**config.mk**
```make
export PLATFORM = sky130hd
export DESIGN_NAME = mtb_top
export DESIGN_NICKNAME = d
export VERILOG_FILES = /design/src/hw/mtb_input_eval.v /design/src/hw/mtb_top.v
export VERILOG_INCLUDE_DIRS = /design/src /design/src/include
export SDC_FILE = /design/constraint.sdc
export NUM_CORES = 1
export LEC_CHECK = 0
export ABC_AREA = 1
export ABC_CLOCK_PERIOD_IN_PS = 27200
export BUFFER_PORTS_ARGS = -buffer_cell sky130_fd_sc_hd__buf_2
export CAP_MARGIN = 20
export CORE_ASPECT_RATIO = 1.75
export CORE_UTILIZATION = 50
export DETAILED_ROUTE_END_ITERATION = 10
export PLACE_DENSITY = 0.8
export SLEW_MARGIN = 15
export SYNTH_ARGS = -nofsm -noshare
export SYNTH_HDL_FRONTEND = slang
export SYNTH_HIERARCHICAL = 1
export SYNTH_SLANG_ARGS = --single-unit
```
**constraint.sdc**
```tcl
create_clock -name CLK -period 27.2 [get_ports CLK]
set_input_delay 4.08 -clock CLK [delete_from_list [all_inputs] [get_ports CLK]]
set_output_delay 4.08 -clock CLK [all_outputs]
set_load 0.1 [all_outputs]
```
**src/include/mtb_defs.vh**
```
// Purpose: Constants for the multi-touch blocking and pattern detect block
// Assumes: 8-bit register port, 8 sensor inputs
// Notes:   Offsets are the register port addresses
`ifndef MTB_DEFS_VH
`define MTB_DEFS_VH

// ----------------------------------------
// Register offsets
// ----------------------------------------
`define MTB_ADDR_GUARD     8'h29
`define MTB_ADDR_BLKCFG    8'h2A
`define MTB_ADDR_PATCFG    8'h2B
`define MTB_ADDR_PATMASK   8'h2D

// ----------------------------------------
// Reset values
// ----------------------------------------
`define MTB_RST_GUARD      8'h00
`define MTB_RST_BLKCFG     8'h80
`define MTB_RST_PATCFG     8'h00
`define MTB_RST_PATMASK    8'hFF

// ----------------------------------------
// Field positions
// ----------------------------------------
`define MTB_BLK_EN_BIT     7
`define MTB_BLK_LIM_HI     3
`define MTB_BLK_LIM_LO     2
`define MTB_PAT_EN_BIT     7
`define MTB_PAT_TH_HI      3
`define MTB_PAT_TH_LO      2
`define MTB_PAT_CMP_BIT    1
`define MTB_PAT_ALERT_BIT  0
`define MTB_FIVE_IDX       4

// Writable bits: guard has no bit for input five
`define MTB_MASK_GUARD     8'hEF
`define MTB_MASK_BLKCFG    8'h8C
`define MTB_MASK_PATCFG    8'h8F

`endif

```
**src/hw/mtb_input_eval.v**
```verilog
// Purpose: Per-input touch and pattern-threshold compare
// Assumes: Unsigned delta and threshold counts
// Notes:   Fraction of threshold is formed by shifts, no multiplier
`timescale 1ns/10ps
`default_nettype none

module mtb_input_eval
#(
   parameter W = 8
)
(
   // Front end values
   input  wire [W-1:0] delta,
   input  wire [W-1:0] thresh,
   input  wire         noise,
   input  wire         in_use,
   // Threshold fraction select
   input  wire [1:0]   frac_sel,
   // Results
   output reg          touch,
   output reg          over_pat
);

   reg [W+1:0] pat_th;

   always @*
   begin
      case (frac_sel)
         2'h0:    pat_th = {3'h0, thresh[W-1:1]} >> 2;
         2'h1:    pat_th = {2'h0, thresh} >> 2;
         2'h2:    pat_th = ({2'h0, thresh} + {1'b0, thresh, 1'b0}) >> 3;
         default: pat_th = {2'h0, thresh};
      endcase
      touch    = in_use && ({2'h0, delta} > {2'h0, thresh});
      over_pat = in_use && (({2'h0, delta} > pat_th) || noise);
   end

endmodule

`default_nettype wire

```
**src/hw/mtb_top.v**
```verilog
// Purpose: Multi-touch blocking and multi-touch pattern detection
// Assumes: Register port is a plain synchronous write/read strobe pair
// Notes:   Evaluation happens once per CYCLE_DONE pulse from the front end
//
// Notes on behaviour
// - Input five is unused whenever any guard enable bit is set.
// - Guard bits enable guard per input; reset zero; no bit four.
// - Blocking enabled (bit 7, reset 1) reports at most the limit.
// - Blocking disabled reports every detected touch.
// - Accepted inputs are remembered; others blocked until one releases.
// - After release, reselect first touches in order input one to eight.
// - Exceeding the limit with blocking sets the multi-touch flag.
// - Limit field bits 3:2 decode 00..11 as one to four touches.
// - Pattern detection runs only while its enable bit is set.
// - Pattern threshold fraction 12.5, 25, 37.5 or 100 percent.
// - Count mode: event when active count reaches mask popcount.
// - Pattern mode: event when every selected input is active.
// - Criteria judged within one sensing cycle only.
// - A pattern event blocks all touch reporting.
// - Blocking lasts while the condition holds, then touches resume.
// - Pattern flag clears by host write of zero only after condition ends.
// - Pattern flag sets regardless of alert enable.
// - Alert enable bit 0 lets a pattern event assert the alert.
// - Mask bit n selects input n+1; resets to all ones.
`timescale 1ns/10ps
`default_nettype none
`include "mtb_defs.vh"

module mtb_top
#(
   parameter N = 8,
   parameter W = 8
)
(
   // Clock and reset
   input  wire           CLK,
   input  wire           RESET,
   // Register port
   input  wire [7:0]     REG_ADDR,
   input  wire           REG_WR,
   input  wire [7:0]     REG_WDATA,
   input  wire           REG_RD,
   output reg  [7:0]     REG_RDATA,
   // Front end, one set per sensing cycle
   input  wire           CYCLE_DONE,
   input  wire [N*W-1:0] DELTA,
   input  wire [N*W-1:0] THRESH,
   input  wire [N-1:0]   NOISE,
   input  wire [N-1:0]   SENSOR_EN,
   // Status and flag clear
   input  wire           FLAG_CLR,
   output reg  [N-1:0]   TOUCH_REPORT,
   output reg            MULTI_TOUCH_FLAG,
   output reg            PATTERN_EVENT_FLAG,
   output reg            PATTERN_ALERT,
   output reg  [N-1:0]   GUARD_ENABLE,
   output reg            SENSOR_INPUT_FIVE_OFF
);

   // ----------------------------------------
   // Registers
   // ----------------------------------------
   reg [7:0]   guard_q;
   reg [7:0]   blkcfg_q;
   reg [7:0]   patcfg_q;
   reg [7:0]   patmask_q;
   reg [N-1:0] accepted_q;
   reg         pat_cond_q;

   wire block_enable           = blkcfg_q[`MTB_BLK_EN_BIT];
   wire [1:0] simultaneous_touch_limit = blkcfg_q[`MTB_BLK_LIM_HI:`MTB_BLK_LIM_LO];
   wire pattern_detect_enable  = patcfg_q[`MTB_PAT_EN_BIT];
   wire [1:0] pattern_threshold_select = patcfg_q[`MTB_PAT_TH_HI:`MTB_PAT_TH_LO];
   wire pattern_compare_select = patcfg_q[`MTB_PAT_CMP_BIT];
   wire pattern_alert_enable   = patcfg_q[`MTB_PAT_ALERT_BIT];

   // ----------------------------------------
   // Register write
   // ----------------------------------------

   always @(posedge CLK or posedge RESET)
   begin
      if (RESET)
      begin
         guard_q   <= `MTB_RST_GUARD;
         blkcfg_q  <= `MTB_RST_BLKCFG;
         patcfg_q  <= `MTB_RST_PATCFG;
         patmask_q <= `MTB_RST_PATMASK;
      end
      else if (REG_WR)
      begin
         case (REG_ADDR)
            `MTB_ADDR_GUARD:   guard_q   <= REG_WDATA & `MTB_MASK_GUARD;
            `MTB_ADDR_BLKCFG:  blkcfg_q  <= REG_WDATA & `MTB_MASK_BLKCFG;
            `MTB_ADDR_PATCFG:  patcfg_q  <= REG_WDATA & `MTB_MASK_PATCFG;
            `MTB_ADDR_PATMASK: patmask_q <= REG_WDATA;
            default:           guard_q   <= guard_q;
         endcase
      end
   end

   // ----------------------------------------
   // Register read
   // ----------------------------------------
   // Read data registered one cycle after the strobe; unmapped reads zero
   always @(posedge CLK or posedge RESET)
   begin
      if (RESET)
         REG_RDATA <= 8'h00;
      else if (REG_RD)
      begin
         case (REG_ADDR)
            `MTB_ADDR_GUARD:   REG_RDATA <= guard_q;
            `MTB_ADDR_BLKCFG:  REG_RDATA <= blkcfg_q;
            `MTB_ADDR_PATCFG:  REG_RDATA <= patcfg_q;
            `MTB_ADDR_PATMASK: REG_RDATA <= patmask_q;
            default:           REG_RDATA <= 8'h00;
         endcase
      end
   end

   // ----------------------------------------
   // Per-input compare
   // ----------------------------------------
   wire         guard_any = |guard_q;
   wire [N-1:0] in_use;
   wire [N-1:0] touch_raw;
   wire [N-1:0] over_pat;

   genvar g;
   generate
      for (g = 0; g < N; g = g + 1)
      begin : g_in
         assign in_use[g] = SENSOR_EN[g] && !(g == `MTB_FIVE_IDX && guard_any);
         mtb_input_eval #(.W(W)) u_eval
         (
            .delta    (DELTA[g*W +: W]),
            .thresh   (THRESH[g*W +: W]),
            .noise    (NOISE[g]),
            .in_use   (in_use[g]),
            .frac_sel (pattern_threshold_select),
            .touch    (touch_raw[g]),
            .over_pat (over_pat[g])
         );
      end
   endgenerate

   // ----------------------------------------
   // Pattern criteria
   // ----------------------------------------
   reg [3:0]   mask_cnt;
   reg [3:0]   act_cnt;
   reg         pat_match;
   reg         pat_hit;
   integer     i;

   // Judged on this cycle's samples only, no history
   always @*
   begin
      mask_cnt = 4'h0;
      act_cnt  = 4'h0;
      for (i = 0; i < N; i = i + 1)
      begin
         mask_cnt = mask_cnt + {3'h0, patmask_q[i]};
         act_cnt  = act_cnt + {3'h0, over_pat[i]};
      end
      if (pattern_compare_select)
         pat_match = ((over_pat & patmask_q) == patmask_q);
      else
         pat_match = (act_cnt >= mask_cnt);
      // An empty mask in count mode always matches
      pat_hit = pat_match && pattern_detect_enable;
   end

   // ----------------------------------------
   // Touch acceptance
   // ----------------------------------------
   reg [3:0]   limit;
   reg [3:0]   kept_cnt;
   reg [3:0]   sel_cnt;
   reg [N-1:0] keep;
   reg         keep_all;
   reg [N-1:0] accept_d;
   reg         over_limit;
   integer     j;
   integer     k;

   // Accepted pads survive only while every one of them is still touched
   always @*
   begin
      keep     = accepted_q & touch_raw;
      keep_all = (keep == accepted_q) && (accepted_q != {N{1'b0}});
      if (!keep_all)
         keep = {N{1'b0}};
      kept_cnt = 4'h0;
      for (j = 0; j < N; j = j + 1)
         kept_cnt = kept_cnt + {3'h0, keep[j]};
   end

   // Free places go to the first new touches, input one first
   always @*
   begin
      limit      = {2'h0, simultaneous_touch_limit} + 4'h1;
      sel_cnt    = kept_cnt;
      over_limit = 1'b0;
      accept_d   = keep;
      for (k = 0; k < N; k = k + 1)
      begin
         if (touch_raw[k] && !keep[k])
         begin
            if (sel_cnt < limit)
            begin
               accept_d[k] = 1'b1;
               sel_cnt     = sel_cnt + 4'h1;
            end
            else
            begin
               over_limit = 1'b1;
            end
         end
      end
      if (!block_enable)
      begin
         accept_d   = touch_raw;
         over_limit = 1'b0;
      end
   end

   // ----------------------------------------
   // Per-cycle update
   // ----------------------------------------
   wire set_pat = CYCLE_DONE && pat_hit;
   // A clear counts only once the last judged cycle was free of the pattern
   wire clr_ok  = FLAG_CLR && !pat_cond_q;

   // Guard copies follow the register every clock
   always @(posedge CLK or posedge RESET)
   begin
      if (RESET)
      begin
         GUARD_ENABLE          <= {N{1'b0}};
         SENSOR_INPUT_FIVE_OFF <= 1'b0;
      end
      else
      begin
         GUARD_ENABLE          <= guard_q;
         SENSOR_INPUT_FIVE_OFF <= guard_any;
      end
   end

   always @(posedge CLK or posedge RESET)
   begin
      if (RESET)
      begin
         accepted_q       <= {N{1'b0}};
         pat_cond_q       <= 1'b0;
         TOUCH_REPORT     <= {N{1'b0}};
         MULTI_TOUCH_FLAG <= 1'b0;
      end
      else if (CYCLE_DONE)
      begin
         pat_cond_q <= pat_hit;
         if (pat_hit)
         begin
            TOUCH_REPORT <= {N{1'b0}};
            accepted_q   <= {N{1'b0}};
         end
         else
         begin
            TOUCH_REPORT     <= accept_d;
            accepted_q       <= block_enable ? accept_d : {N{1'b0}};
            MULTI_TOUCH_FLAG <= over_limit;
         end
      end
   end

   // ----------------------------------------
   // Pattern flag and alert
   // ----------------------------------------
   // Set beats clear; clear refused while condition still holds
   always @(posedge CLK or posedge RESET)
   begin
      if (RESET)
      begin
         PATTERN_EVENT_FLAG <= 1'b0;
         PATTERN_ALERT      <= 1'b0;
      end
      else
      begin
         if (set_pat)
            PATTERN_EVENT_FLAG <= 1'b1;
         else if (clr_ok)
            PATTERN_EVENT_FLAG <= 1'b0;
         if (set_pat && pattern_alert_enable)
            PATTERN_ALERT <= 1'b1;
         else if (clr_ok)
            PATTERN_ALERT <= 1'b0;
      end
   end

endmodule

`default_nettype wire

```
==> results.cfg <==
[run_status]
status = finished clean

[global_routing]
gr-usage-all-layers_pct = 27.7
grt_pass1_vias = 13100
grt_pass1_wl_mm = 56.0
overflow = 0
grt_max_degree = 62
antenna_found_initial = 1

[clock_network]
clk_pin_slew_ns = 0.06
cts_num_sinks = 59
cts_buffer_depth = 2
clock_latency_ns = 0.33
ctsHoldBuffers = 0
cts-root-buf = clkbuf_16
cts_setup_buffers = 0
htreeDepth = 3
cts_made_buffers = 9
cts_tree = done
cts_resized = 0

[timing]
finalMaxSlewViolations = 0
max_slew.worst_pin.slew_ns = 0.853
max_freq_mhz = 63.9
fin_crit_sh_pct = 57.6
relSlewSlack_pct = 43.1
fin_setup_tns_ns = 0
clock_skew_ns = 0.00726
finalCriticalPeriod_ns = 15.66
rsz0062_at_grt = false
hold_violations = 0
setup_viol = 0

[synthesis]
yosysWarningCount = 6
postSynthAreaPerCell_um2 = 6.23
ys_seq_area_share_pct = 12.4
syn_area_um2 = 12000
synth_seq_cells = 59
synthFlopType = dfrtp_1
synth_nets = 2317
synth_cell_type_count = 46
synth_cells = 1918
synth_edf_count = 0
async_flop_share_pct = 100

[placement]
io_buffers = 192
hpwl_mm = 29.1
globalplace.congestion = 0.945

[final_layout]
drive_gt1_share_pct = 17.5
fin_nets = 2508
mostFrequentLayoutCells = nand2_1 (545), inv_1 (298), ha_1 (221), buf_2 (192), nand3_1 (143)
areaGrowthSynthToFinish_pct = 13.6
final_common_cell = nand2_1
final_core_util_pct = 58.0

[die]
num_rows = 74
die_h_um = 207
io_pins = 194
core_um2 = 23400
die_area_um2 = 24600
dieWidth_um = 119
start_util_pct = 51.0

[setup_path]
crit_fanout = 5
critPathLaunchType = primary input
path_class = in2reg
worstSetupEndpointType = flop
worstPathArrival_ns = 15.92
slowest_delay_ns = 0.55
cp_common_cell = nand2_1
cp.required_ns = 27.46
crit_path_top_delay_cell = fa_1

[min_path]
hold_class = reg2reg

[flow_run]
max-cap-violations = 0

[route]
dr.pass1.iters = 7
postRouteAntennaNets = 0
dr_total_vias = 13100
detail_route.wl_per_cell_um = 14.1
postRouteWirelength_mm = 34.2
drc = 0
vias_per_cell = 5.41
drt_iter0_markers = 645

[power]
power.density_nw_per_um2 = 34.1
ir_drop_mv = 0.0395
p_leak_nw = 7.70
## cell type report
cell class / count / area [um2]
diodes: 1 / 2.50
clock buffers: 10 / 229
clock inverters: 6 / 114
fillers: 2290 / 9850
inverters: 339 / 1280
multi-input cells: 1505 / 9090
flip-flops and latches: 59 / 1500
well taps: 304 / 380
repair buffers: 195 / 983
## synth_stat cells (5+ instances only)
library cell | count | area, um2
o22ai_1 | 10 | 62.6
o211ai_1 | 5 | 37.5
ha_1 | 221 | 2770
nor3_1 | 7 | 35.0
nor2_2 | 42 | 263
nand2_2 | 35 | 219
a21boi_1 | 7 | 52.6
nand3_2 | 12 | 120
inv_1 | 299 | 1120
a221oi_1 | 9 | 78.8
clkbuf_1 | 6 | 22.5
dfrtp_1 | 50 | 1250
o21ai_0 | 62 | 310
buf_4 | 8 | 60.1
inv_2 | 32 | 120
fa_1 | 12 | 240
a22oi_1 | 8 | 60.1
a31oi_1 | 16 | 100
o21ai_1 | 47 | 235
xor2_1 | 9 | 78.8
nand3_1 | 143 | 716
nand3b_1 | 23 | 173
a21oi_1 | 86 | 430
a21oi_2 | 8 | 70.1
nor3_2 | 7 | 70.1
nand2_1 | 545 | 2050
nand4_1 | 28 | 175
o21bai_1 | 17 | 128
nor2_1 | 129 | 484
dfstp_2 | 9 | 236
clkinv_2 | 7 | 35.0
## per-stage QoR
| step | std cells | worst slack (ns) | total power, mW | hold WS, ns | instance area [um2] |
|---|---|---|---|---|---|
| floorplan | 1918 | 12.56 | 0.268 | 0.354 | 12000 |
| global placement | 2402 | 11.60 | 0.325 | 0.366 | 13200 |
| detailed placement | 2402 | 11.26 | 0.333 | 0.368 | 13200 |
| CTS | 2418 | 11.53 | 0.464 | 0.382 | 13600 |
| global route | 2419 | 10.53 | 0.504 | 0.400 | 13600 |
| finish | 2419 | 11.54 | 0.463 | 0.386 | 13600 |
## worst paths after layout
| kind | endpoint | from | cells past startpoint | slack (ns) |
|---|---|---|---|---|
| max | accepted_q[7]$_DFFE_PP0P_ | THRESH[3] | 82 | 11.54 |
| min reg2reg | GUARD_ENABLE[6]$_DFF_PP0_ | guard_q[6]$_DFFE_PP0P_ | 0 | 0.39 |
| min | GUARD_ENABLE[6]$_DFF_PP0_ | guard_q[6]$_DFFE_PP0P_ | 0 | 0.39 |
| max in group asynchronous | patcfg_q[2]$_DFFE_PP0P_ | RESET | 3 | 22.69 |
| max reg2reg | accepted_q[7]$_DFFE_PP0P_ | guard_q[1]$_DFFE_PP0P_ | 80 | 15.14 |
| min in group asynchronous | PATTERN_ALERT$_DFFE_PP0P_ | RESET | 3 | 3.97 |
## routing by layer
metal  routed length, um  global-route usage, %
met4                1610                   13.6
met1               12500                   26.3
met3                1310                   2.75
met5                   0                      0
met2               18700                   58.0
## sequential cells by signal, summed over array words and instances (netlist names)
register / cells
pat_cond_q: 1
patmask_q: 8
accepted_q: 8
guard_q: 7
TOUCH_REPORT: 8
patcfg_q: 5
PATTERN_ALERT: 1
REG_RDATA: 8
PATTERN_EVENT_FLAG: 1
blkcfg_q: 3
MULTI_TOUCH_FLAG: 1
SENSOR_INPUT_FIVE_OFF: 1
GUARD_ENABLE: 7
## power by group
part	total [mW]	internal (mW)	switching (mW)
Sequential	0.0970	0.0930	0.00397
Combinational	0.236	0.0846	0.151
Clock	0.131	0.0897	0.0411
Total	0.463	0.267	0.196
## critical path: cells and delay by family
kind                       cells  cell delay, ns
adders and majority gates     14            4.65
and+or+nand+nor               40            3.56
buffers and inverters         17            1.42
AOI/OAI and AO/OA              7            1.37
xor gates and xnor gates       4            0.80
## kinds of logic (layout without fill, tap and decap cells)
kind of cell	after synthesis	in the layout	share of synthesized area (%)
simple gates	977	977	36.4
buf+inv	354	550	11.5
compound gates	284	284	13.7
fa+ha+maj	233	233	25.1
flops	59	59	12.4
xor+xnor	10	10	0.733
other cells	1	2	0.0314
Note: power is estimated with default switching activity, not from simulation.
